--- config.mk ---
export PLATFORM = sky130hd
export DESIGN_NAME = lofc_top
export DESIGN_NICKNAME = d
export VERILOG_FILES = /design/src/core/lofc_pkg.sv /design/src/core/lofc_top.sv /design/src/core/lofc_axil_slave.sv /design/src/core/lofc_decode.sv
export SDC_FILE = /design/constraint.sdc
export NUM_CORES = 1
export LEC_CHECK = 0
export ABC_AREA = 0
export BUFFER_PORTS_ARGS = -buffer_cell sky130_fd_sc_hd__clkbuf_2
export CAP_MARGIN = 20
export CORE_MARGIN = 2
export CORE_UTILIZATION = 36
export CTS_BUF_LIST = sky130_fd_sc_hd__clkbuf_4 sky130_fd_sc_hd__clkbuf_8
export DETAILED_ROUTE_END_ITERATION = 10
export HOLD_SLACK_MARGIN = 0.15
export SYNTH_ARGS = -nofsm -noshare
export SYNTH_HDL_FRONTEND = slang
export SYNTH_SLANG_ARGS = --single-unit
--- constraint.sdc ---
create_clock -name clk_sys -period 2.15 [get_ports clk_sys]
set_input_delay 0.215 -clock clk_sys [delete_from_list [all_inputs] [get_ports clk_sys]]
set_output_delay 0.215 -clock clk_sys [all_outputs]
set_load 0.02 [all_outputs]
--- src/core/lofc_pkg.sv ---
// package: lead-off control register map, field layouts and bus constants
package lofc_pkg;

    // ========================================================
    // register map (word index, byte address = index * 4)
    localparam int LOFC_IDX_W = 6;
    localparam logic [5:0] LOFC_IDX_GEN_CTRL = 6'h01;
    localparam logic [5:0] LOFC_IDX_LEAD_OFF = 6'h02;
    localparam logic [5:0] LOFC_IDX_STATUS = 6'h10;
    localparam int LOFC_ADDR_W = 8;
    localparam int LOFC_REG_W = 24;

    // ========================================================
    // reset values and masks
    localparam logic [23:0] LOFC_LEAD_OFF_RST = 24'h00_0000;
    localparam logic [23:0] LOFC_LEAD_OFF_RW = 24'hE7_919F;

    // general control bit positions
    localparam int LOFC_GEN_SOFTWARE_RESET_BIT = 0;
    localparam int LOFC_GEN_PWR = 1;
    localparam int LOFC_GEN_CAL = 2;

    // ========================================================
    // bus answers
    localparam logic [1:0] LOFC_RESP_OKAY = 2'h0;
    localparam logic [1:0] LOFC_RESP_SLVERR = 2'h2;

    // ========================================================
    // lead-off control layout, msb first
    typedef struct packed {
        logic left_arm_ac_phase;
        logic left_leg_ac_phase;
        logic right_arm_ac_phase;
        logic [1:0] rsv_20_19;
        logic common_electrode_ac_phase;
        logic left_arm_ac_enable;
        logic left_leg_ac_enable;
        logic right_arm_ac_enable;
        logic [1:0] rsv_14_13;
        logic common_electrode_ac_enable;
        logic [2:0] rsv_11_9;
        logic [1:0] ac_excitation_level;
        logic [1:0] rsv_6_5;
        logic [2:0] dc_excitation_level;
        logic global_ac_mode_select;
        logic detection_master_enable;
    } lofc_ctrl_t;

    // decoded excitation steering; vectors are [3]=la [2]=ll [1]=ra [0]=ce
    typedef struct packed {
        logic dc_detect_en;
        logic [2:0] dc_excitation_level;
        logic [3:0] ac_detect_en;
        logic [3:0] ac_phase;
        logic [1:0] ac_excitation_level;
    } lofc_drive_t;

    // write request handed from bus slave to register file
    typedef struct packed {
        logic [5:0] idx;
        logic [31:0] data;
        logic [3:0] strb;
    } lofc_wr_req_t;

endpackage

--- src/core/lofc_top.sv ---
// file: lead-off detection control register bank with axi4-lite access
//
// Implementation choice: the AXI4-Lite slave port.
`timescale 1ns/1ps

// Summary of operation
// lead_off_control is a 24-bit read/write register at index 0x02 that resets to zero.
// bit 0 is the master enable; clear turns all detection off, set runs the selected mode.
// with the master enable clear the ac/dc select bit has no effect on the dc and ac detect enables.
// enabled with select clear gives dc detection, with per-electrode ac still possible.
// enabled with select set turns dc off and ac on for all but the common electrode.
// left arm, left leg and right arm ac enables are the global select OR their own bit.
// the common electrode ac enable comes only from its own bit 12.
// an enabled calibration dac forces all ac detection off.
// bits 23, 22, 21 and 18 pick in-phase or inverted excitation for la, ll, ra and ce.
// bits 8:7 pick the ac excitation current from 12.5 to 100 nA rms.
// bits 4:2 pick the dc current in 10 nA steps and act only while select is clear.
// software writes zero into the reserved bit ranges.
// the software reset bit returns this register to its reset value.
// powering down through the power enable bit keeps the register contents.
// decoded steering outputs are registered and change only on a write or a reset.
module lofc_top
    import lofc_pkg::*;
(
    input wire logic clk_sys,
    input wire logic arst_n,
    input wire logic clk_en,
    input wire logic [LOFC_ADDR_W-1:0] s_axi_awaddr,
    input wire logic s_axi_awvalid,
    output logic s_axi_awready,
    input wire logic [31:0] s_axi_wdata,
    input wire logic [3:0] s_axi_wstrb,
    input wire logic s_axi_wvalid,
    output logic s_axi_wready,
    output logic [1:0] s_axi_bresp,
    output logic s_axi_bvalid,
    input wire logic s_axi_bready,
    input wire logic [LOFC_ADDR_W-1:0] s_axi_araddr,
    input wire logic s_axi_arvalid,
    output logic s_axi_arready,
    output logic [31:0] s_axi_rdata,
    output logic [1:0] s_axi_rresp,
    output logic s_axi_rvalid,
    input wire logic s_axi_rready,
    output lofc_drive_t excitation,
    output logic analog_power_enable,
    output logic cal_dac_enable
);

    // ========================================================
    // bus front end
    logic wr_fire;
    lofc_wr_req_t wr_req;
    logic wr_err;
    logic [LOFC_IDX_W-1:0] rd_idx;
    logic [31:0] rd_data;
    logic rd_err;

    lofc_axil_slave u_slave (
        .clk_sys(clk_sys),
        .arst_n(arst_n),
        .clk_en(clk_en),
        .s_axi_awaddr(s_axi_awaddr),
        .s_axi_awvalid(s_axi_awvalid),
        .s_axi_awready(s_axi_awready),
        .s_axi_wdata(s_axi_wdata),
        .s_axi_wstrb(s_axi_wstrb),
        .s_axi_wvalid(s_axi_wvalid),
        .s_axi_wready(s_axi_wready),
        .s_axi_bresp(s_axi_bresp),
        .s_axi_bvalid(s_axi_bvalid),
        .s_axi_bready(s_axi_bready),
        .s_axi_araddr(s_axi_araddr),
        .s_axi_arvalid(s_axi_arvalid),
        .s_axi_arready(s_axi_arready),
        .s_axi_rdata(s_axi_rdata),
        .s_axi_rresp(s_axi_rresp),
        .s_axi_rvalid(s_axi_rvalid),
        .s_axi_rready(s_axi_rready),
        .wr_fire(wr_fire),
        .wr_req(wr_req),
        .wr_err(wr_err),
        .rd_idx(rd_idx),
        .rd_data(rd_data),
        .rd_err(rd_err)
    );

    // ========================================================
    // register state
    lofc_ctrl_t lo_q;
    lofc_ctrl_t lo_d;
    logic pwr_q;
    logic pwr_d;
    logic cal_q;
    logic cal_d;
    lofc_drive_t drive_q;
    lofc_drive_t drive_d;

    // ========================================================
    // write decode
    wire wr_gen = wr_fire & (wr_req.idx == LOFC_IDX_GEN_CTRL);
    wire wr_lo = wr_fire & (wr_req.idx == LOFC_IDX_LEAD_OFF);
    wire wr_map_hit = (wr_req.idx == LOFC_IDX_GEN_CTRL) | (wr_req.idx == LOFC_IDX_LEAD_OFF);
    // status is read only, so a write there is refused as well
    assign wr_err = ~wr_map_hit;

    // software reset is taken only from a write that enables byte 0
    wire gen_lane0 = wr_req.strb[0];
    wire software_reset_bit = wr_gen & gen_lane0 & wr_req.data[LOFC_GEN_SOFTWARE_RESET_BIT];

    // byte-lane merge of the 24-bit register
    logic [LOFC_REG_W-1:0] lo_merged;
    genvar g;
    generate
        for (g = 0; g < LOFC_REG_W / 8; g++) begin : g_lane
            assign lo_merged[g*8 +: 8] = wr_req.strb[g] ? wr_req.data[g*8 +: 8] : lo_q[g*8 +: 8];
        end
    endgenerate

    // reserved bits are not stored; they read back as zero
    wire [LOFC_REG_W-1:0] lo_written = lo_merged & LOFC_LEAD_OFF_RW;

    // next values: software reset overrides any write in the same cycle
    assign lo_d = software_reset_bit ? lofc_ctrl_t'(LOFC_LEAD_OFF_RST) :
                  wr_lo ? lofc_ctrl_t'(lo_written) : lo_q;
    // power down only gates analog; the register above is left alone
    assign pwr_d = software_reset_bit ? 1'b0 :
                   (wr_gen & gen_lane0) ? wr_req.data[LOFC_GEN_PWR] : pwr_q;
    assign cal_d = software_reset_bit ? 1'b0 :
                   (wr_gen & gen_lane0) ? wr_req.data[LOFC_GEN_CAL] : cal_q;

    // decode from next values so outputs land with the register
    lofc_decode u_decode (
        .ctrl(lo_d),
        .cal_dac_on(cal_d),
        .drive(drive_d)
    );

    // ========================================================
    // state update, frozen while clock enable is low
    always_ff @(posedge clk_sys or negedge arst_n) begin
        if (!arst_n) begin
            lo_q <= lofc_ctrl_t'(LOFC_LEAD_OFF_RST);
            pwr_q <= 1'b0;
            cal_q <= 1'b0;
        end else if (clk_en) begin
            lo_q <= lo_d;
            pwr_q <= pwr_d;
            cal_q <= cal_d;
        end
    end

    // steering outputs move only on a write or a reset
    always_ff @(posedge clk_sys or negedge arst_n) begin
        if (!arst_n) begin
            drive_q <= '0;
        end else if (clk_en & wr_fire) begin
            drive_q <= drive_d;
        end
    end

    assign excitation = drive_q;
    assign analog_power_enable = pwr_q;
    assign cal_dac_enable = cal_q;

    // ========================================================
    // read mux; software_reset_bit bit always reads zero since it self-clears
    wire rd_gen = rd_idx == LOFC_IDX_GEN_CTRL;
    wire rd_lo = rd_idx == LOFC_IDX_LEAD_OFF;
    wire rd_stat = rd_idx == LOFC_IDX_STATUS;
    wire [31:0] gen_word = {29'h0000_0000, cal_q, pwr_q, 1'b0};
    wire [31:0] lo_word = {8'h00, lo_q};
    wire [31:0] stat_word = {17'h0_0000, pwr_q, drive_q};

    assign rd_data = rd_gen ? gen_word :
                     rd_lo ? lo_word :
                     rd_stat ? stat_word : 32'h0000_0000;
    assign rd_err = ~(rd_gen | rd_lo | rd_stat);
endmodule

--- src/core/lofc_axil_slave.sv ---
// file: axi4-lite slave handshake front end for the lead-off register bank
`timescale 1ns/1ps
module lofc_axil_slave
    import lofc_pkg::*;
(
    input wire logic clk_sys,
    input wire logic arst_n,
    input wire logic clk_en,
    input wire logic [LOFC_ADDR_W-1:0] s_axi_awaddr,
    input wire logic s_axi_awvalid,
    output logic s_axi_awready,
    input wire logic [31:0] s_axi_wdata,
    input wire logic [3:0] s_axi_wstrb,
    input wire logic s_axi_wvalid,
    output logic s_axi_wready,
    output logic [1:0] s_axi_bresp,
    output logic s_axi_bvalid,
    input wire logic s_axi_bready,
    input wire logic [LOFC_ADDR_W-1:0] s_axi_araddr,
    input wire logic s_axi_arvalid,
    output logic s_axi_arready,
    output logic [31:0] s_axi_rdata,
    output logic [1:0] s_axi_rresp,
    output logic s_axi_rvalid,
    input wire logic s_axi_rready,
    output logic wr_fire,
    output lofc_wr_req_t wr_req,
    input wire logic wr_err,
    output logic [LOFC_IDX_W-1:0] rd_idx,
    input wire logic [31:0] rd_data,
    input wire logic rd_err
);

    // ========================================================
    // holding registers for address and data, taken in any order
    logic aw_full_q;
    logic w_full_q;
    logic [LOFC_IDX_W-1:0] aw_idx_q;
    logic [31:0] w_data_q;
    logic [3:0] w_strb_q;
    logic bvalid_q;
    logic [1:0] bresp_q;
    logic rvalid_q;
    logic [31:0] rdata_q;
    logic [1:0] rresp_q;

    wire aw_take = s_axi_awvalid & s_axi_awready;
    wire w_take = s_axi_wvalid & s_axi_wready;
    wire ar_take = s_axi_arvalid & s_axi_arready;
    wire b_done = clk_en & bvalid_q & s_axi_bready;
    wire r_done = clk_en & rvalid_q & s_axi_rready;

    // ready stays low while frozen so no beat is lost
    assign s_axi_awready = clk_en & ~aw_full_q;
    assign s_axi_wready = clk_en & ~w_full_q;
    assign s_axi_arready = clk_en & ~rvalid_q;
    // one write at a time: commit waits for the previous response
    assign wr_fire = clk_en & aw_full_q & w_full_q & ~bvalid_q;
    assign wr_req = '{idx: aw_idx_q, data: w_data_q, strb: w_strb_q};
    assign rd_idx = s_axi_araddr[LOFC_ADDR_W-1:2];

    assign s_axi_bvalid = bvalid_q;
    assign s_axi_bresp = bresp_q;
    assign s_axi_rvalid = rvalid_q;
    assign s_axi_rdata = rdata_q;
    assign s_axi_rresp = rresp_q;

    // write channel capture and response
    always_ff @(posedge clk_sys or negedge arst_n) begin
        if (!arst_n) begin
            aw_full_q <= 1'b0;
            w_full_q <= 1'b0;
            aw_idx_q <= '0;
            w_data_q <= '0;
            w_strb_q <= '0;
            bvalid_q <= 1'b0;
            bresp_q <= LOFC_RESP_OKAY;
        end else begin
            if (aw_take) begin
                aw_full_q <= 1'b1;
                aw_idx_q <= s_axi_awaddr[LOFC_ADDR_W-1:2];
            end
            if (w_take) begin
                w_full_q <= 1'b1;
                w_data_q <= s_axi_wdata;
                w_strb_q <= s_axi_wstrb;
            end
            if (wr_fire) begin
                aw_full_q <= 1'b0;
                w_full_q <= 1'b0;
                bvalid_q <= 1'b1;
                bresp_q <= wr_err ? LOFC_RESP_SLVERR : LOFC_RESP_OKAY;
            end else if (b_done) begin
                bvalid_q <= 1'b0;
            end
        end
    end

    // read answers one cycle after the address is taken
    always_ff @(posedge clk_sys or negedge arst_n) begin
        if (!arst_n) begin
            rvalid_q <= 1'b0;
            rdata_q <= '0;
            rresp_q <= LOFC_RESP_OKAY;
        end else if (ar_take) begin
            rvalid_q <= 1'b1;
            rdata_q <= rd_data;
            rresp_q <= rd_err ? LOFC_RESP_SLVERR : LOFC_RESP_OKAY;
        end else if (r_done) begin
            rvalid_q <= 1'b0;
        end
    end

endmodule

--- src/core/lofc_decode.sv ---
// file: combinational decode of lead-off control into excitation steering
`timescale 1ns/1ps
module lofc_decode
    import lofc_pkg::*;
(
    input lofc_ctrl_t ctrl,
    input wire logic cal_dac_on,
    output lofc_drive_t drive
);

    // ========================================================
    // gating terms
    wire master = ctrl.detection_master_enable;
    wire global_ac = ctrl.global_ac_mode_select;
    // the cal dac shares the excitation path, so ac must stand down
    wire ac_allowed = master & ~cal_dac_on;

    // per-electrode ac enables; common electrode ignores the global select
    assign drive.ac_detect_en[3] = ac_allowed & (global_ac | ctrl.left_arm_ac_enable);
    assign drive.ac_detect_en[2] = ac_allowed & (global_ac | ctrl.left_leg_ac_enable);
    assign drive.ac_detect_en[1] = ac_allowed & (global_ac | ctrl.right_arm_ac_enable);
    assign drive.ac_detect_en[0] = ac_allowed & ctrl.common_electrode_ac_enable;

    // dc path only in dc mode; select is a don't care for the detect enables when master is off
    assign drive.dc_detect_en = master & ~global_ac;
    assign drive.dc_excitation_level = global_ac ? '0 : ctrl.dc_excitation_level;

    // phases and ac level pass straight through
    assign drive.ac_phase = {ctrl.left_arm_ac_phase, ctrl.left_leg_ac_phase,
                             ctrl.right_arm_ac_phase, ctrl.common_electrode_ac_phase};
    assign drive.ac_excitation_level = ctrl.ac_excitation_level;

endmodule

==> run_results.csv <==
group,metric,value,unit
die,floorplan.initialDensity,0.3678,
synth,synth_cell_types,47,
timing,timing.final.crit_share,0.9360,
timing,hold_viol,0,
final_layout,layout.nets,470,
timing,worst_slew_pin_slew,476.9,ps
global_routing,grt_pass1_wl,13460,µm
detailed_routing,wl,8547,µm
worst_setup_path,critPathLaunch,"u_slave.aw_idx_q[3]$_DFFE_PN0P_",
min_path,min_path_cells,4,
detailed_routing,drc,0,
synth,yosys-top-cells-area,"dfrtp_1, mux2_2, a22o_1, mux2i_1, nand2_1",
clocking,clkSinkCount,84,
detailed_routing,route.met3.wl,393,µm
final_layout,fill_cells,922,
die,die_w,103.5,µm
timing,fin_tns_setup,0,ps
worst_setup_path,worstPathRequired,2430,ps
synth,synth-edff-count,0,
final_layout,drive_gt1_frac,0.3470,
clocking,clock_latency,360,ps
die,die_h,103.5,µm
synth,syn_inst,288,
die,dieArea,0.01071,mm²
detailed_routing,wl_met1,3837,µm
min_path,hold_start,"clk_en",
worst_setup_path,r2r_end,"excitation[9]$_DFFE_PN0P_",
timing,rsz0062_at_grt,"false",
place,dp_slack,161.0,ps
timing,slew_headroom,0.6738,
min_path,hold_path.class,"in2reg",
worst_setup_path,r2r_setup_slack,140,ps
place,dp_hpwl,6048,µm
clocking,cts_root_buf,"clkbuf_8",
detailed_routing,maxUsedRoutingLayer,"met4",
global_routing,grt_overflow,0,
clocking,htreeDepth,3,
final_layout,antennaDiodeCount,0,
detailed_routing,first_iter_violations,128,
die,core_area,0.009684,mm²
worst_setup_path,arrival,2290,ps
synth,postSynthAreaPerCell,12.37,µm²
worst_setup_path,r2r_start,"u_slave.aw_idx_q[3]$_DFFE_PN0P_",
timing,max_freq,0.4969,GHz
timing,fin_crit,2012,ps
worst_setup_path,path_cells,"or4_4, or4_1, a22o_1, a22oi_1",
run,max_cap_viol_count,0,
clocking,numCtsBuffers,9,
clocking,cts_tree,"done",
worst_setup_path,crit_family,"simple AND/OR/NAND/NOR gates",
global_routing,first_global_vias,2587,
synth,syn-cell-area,0.003562,mm²
worst_setup_path,setup.worst_path.end_class,"register",
timing,drv_slew,0,
worst_setup_path,crit_fanout,11,
timing,fin_skew,16.50,ps
detailed_routing,wl_per_cell,15.60,µm
synth,synth_flop_cell,"dfrtp_1",
synth,yosysWarnings,0,
worst_setup_path,cp_slowest_stage_delay,630,ps
global_routing,antenna_found_initial,0,
synth,synth_seq_area_share,0.5901,
synth,synth_top_area_frac,0.5901,
timing,setup_viol_count_final,0,
synth,ys_ff_latch,84,
place,io_buffers,84,
power,vdd_ir_drop_max,361.9,µV
detailed_routing,vias,2676,
worst_setup_path,r2r_cells,4,
global_routing,track_usage,0.1664,
worst_setup_path,crit_slowest_cell,"or4_4",
status,status,"complete, no violations",
synth,synthArstFlopShare,1.000,
detailed_routing,routed_via_density,4.883,
power,cellPowerDensity,1046,mW/mm²
clocking,clkTransAtPathRegs,100,ps
detailed_routing,ant_nets,0,
worst_setup_path,critical_path_class,"reg2reg",
power,p_total,4.910,mW
worst_setup_path,critPathLaunchType,"register",
worst_setup_path,path_buf_inv,0,
timing,finalWorstSetupSlack,137.6,ps
power,p_leak,2.346,nW
clocking,clock_path_buffers,2,
detailed_routing,dr_wl_met2,4159,µm
synth,synth_area_leader_cell,"dfrtp_1",
die,rows,36,
final_layout,syn_to_final_growth,31.79,%
die,boundaryPins,117,
global_routing,grt_max_degree,39,
detailed_routing,drtPass1Iterations,4,
place,gp_congestion,0.8010,
min_path,holdPathEnd,"u_slave.s_axi_bvalid$_DFFE_PN0P_",
-- layout make-up --
| type | count | area [µm²] | area share |
|---|---|---|---|
| clock buffers | 9 | 123.9 | 0.02639 |
| well taps | 133 | 166.4 | 0.03545 |
| repair buffers | 125 | 815.8 | 0.1738 |
| inverters | 7 | 26.28 | 0.005597 |
| flip-flops and latches | 84 | 2102 | 0.4478 |
| clock inverters | 7 | 127.6 | 0.02719 |
| multi-input cells | 183 | 1333 | 0.2838 |
-- registers in the layout, summed over array words and instances, names as in the netlist --
register              cells
u_slave.w_full_q          1
u_slave.s_axi_rresp       1
u_slave.s_axi_bresp       1
analog_power_enable       1
u_slave.aw_full_q         1
u_slave.aw_idx_q          6
excitation               14
u_slave.s_axi_rvalid      1
u_slave.w_data_q         15
cal_dac_enable            1
u_slave.s_axi_bvalid      1
u_slave.s_axi_rdata      23
lo_q                     15
u_slave.w_strb_q          3
-- metal layers --
metal  up-vias  track usage
li1       1276            -
met1      1322       0.2248
met2        64       0.2635
met3        14      0.03965
met4         0      0.05769
met5         -            0
-- stage by stage --
stage	util	hold slack (ps)	cell area, µm²	instances
6_report	0.4848	232.5	4695	548
2_1_floorplan	-	-80.59	3596	297
3_5_place_dp	0.4288	180.8	4153	503
4_1_cts	0.4848	229.0	4695	548
3_3_place_gp	0.4288	183.0	4153	503
5_1_grt	0.4848	250.9	4695	548
-- worst max path at each step --
stage,end,slack [ps],cells after the start
floorplan,excitation[1]$_DFFE_PN0P_,280,5
global placement,excitation[9]$_DFFE_PN0P_,200,4
detailed placement,excitation[9]$_DFFE_PN0P_,160,4
CTS,excitation[9]$_DFFE_PN0P_,140,4
global route,excitation[9]$_DFFE_PN0P_,30,4
finish,excitation[9]$_DFFE_PN0P_,140,4
-- power breakdown --
part | switching [mW] | internal (mW) | leakage, nW
Combinational | 0.629 | 0.538 | 1.12
Clock | 0.611 | 0.790 | 0.126
Sequential | 0.351 | 1.99 | 1.10
Total | 1.59 | 3.32 | 2.35
-- cells in the final DEF (no fill, tap or decap), types with 2 or more instances in the layout --
master / n
a21oi_1: 7
a222oi_1: 6
a22o_1: 16
a22oi_1: 3
a32o_1: 2
and3_1: 3
buf_4: 12
bufinv_16: 3
clkbuf_2: 83
clkbuf_8: 9
conb_1: 10
dfrtp_1: 84
dlygate4sd3_1: 29
inv_1: 7
inv_6: 2
mux2_2: 26
mux2i_1: 12
nand2_1: 23
nand2b_1: 2
nand3b_1: 8
nand4_1: 3
nand4b_1: 2
nor2_1: 15
nor2b_1: 5
nor3_1: 3
o21ai_0: 12
o31ai_1: 2
-- cells by family (layout without fill, tap and decap cells) --
family,after synthesis,count (layout),share of synthesized area
simple gates,77,77,0.1229
mux,38,38,0.1159
xor+xnor,1,1,0.002459
flops,84,84,0.5901
compound gates,57,57,0.1208
buf+inv,30,148,0.04672
other cells,1,10,0.001053
-- cells in the mapped netlist, types with 2 or more instances --
master,n
nand4b_1,2
mux2i_1,12
o31ai_1,2
nor2b_1,5
o21ai_0,12
dfrtp_1,84
nand3b_1,8
a22o_1,16
buf_2,2
clkbuf_1,9
a21oi_1,7
nor3_1,3
nand2_1,23
a32o_1,2
a222oi_1,6
nor2_1,15
a22oi_1,3
inv_1,7
nand2b_1,2
nand4_1,3
and3_1,3
mux2_2,26
nor3b_1,2
buf_4,11
-- worst min-delay path, cell delays in order --
cell and delay [ps]:
clkbuf_2 160, nand2_1 80, nand2_1 50, nand2_1 50
-- repair_timing --
action	4_1_cts	5_1_grt
buffers inserted	0	0
resized for setup	0	0
endpoints found under the hold margin	59	0
hold buffers	29	0
No activity file was read; power rests on OpenSTA's default activity.
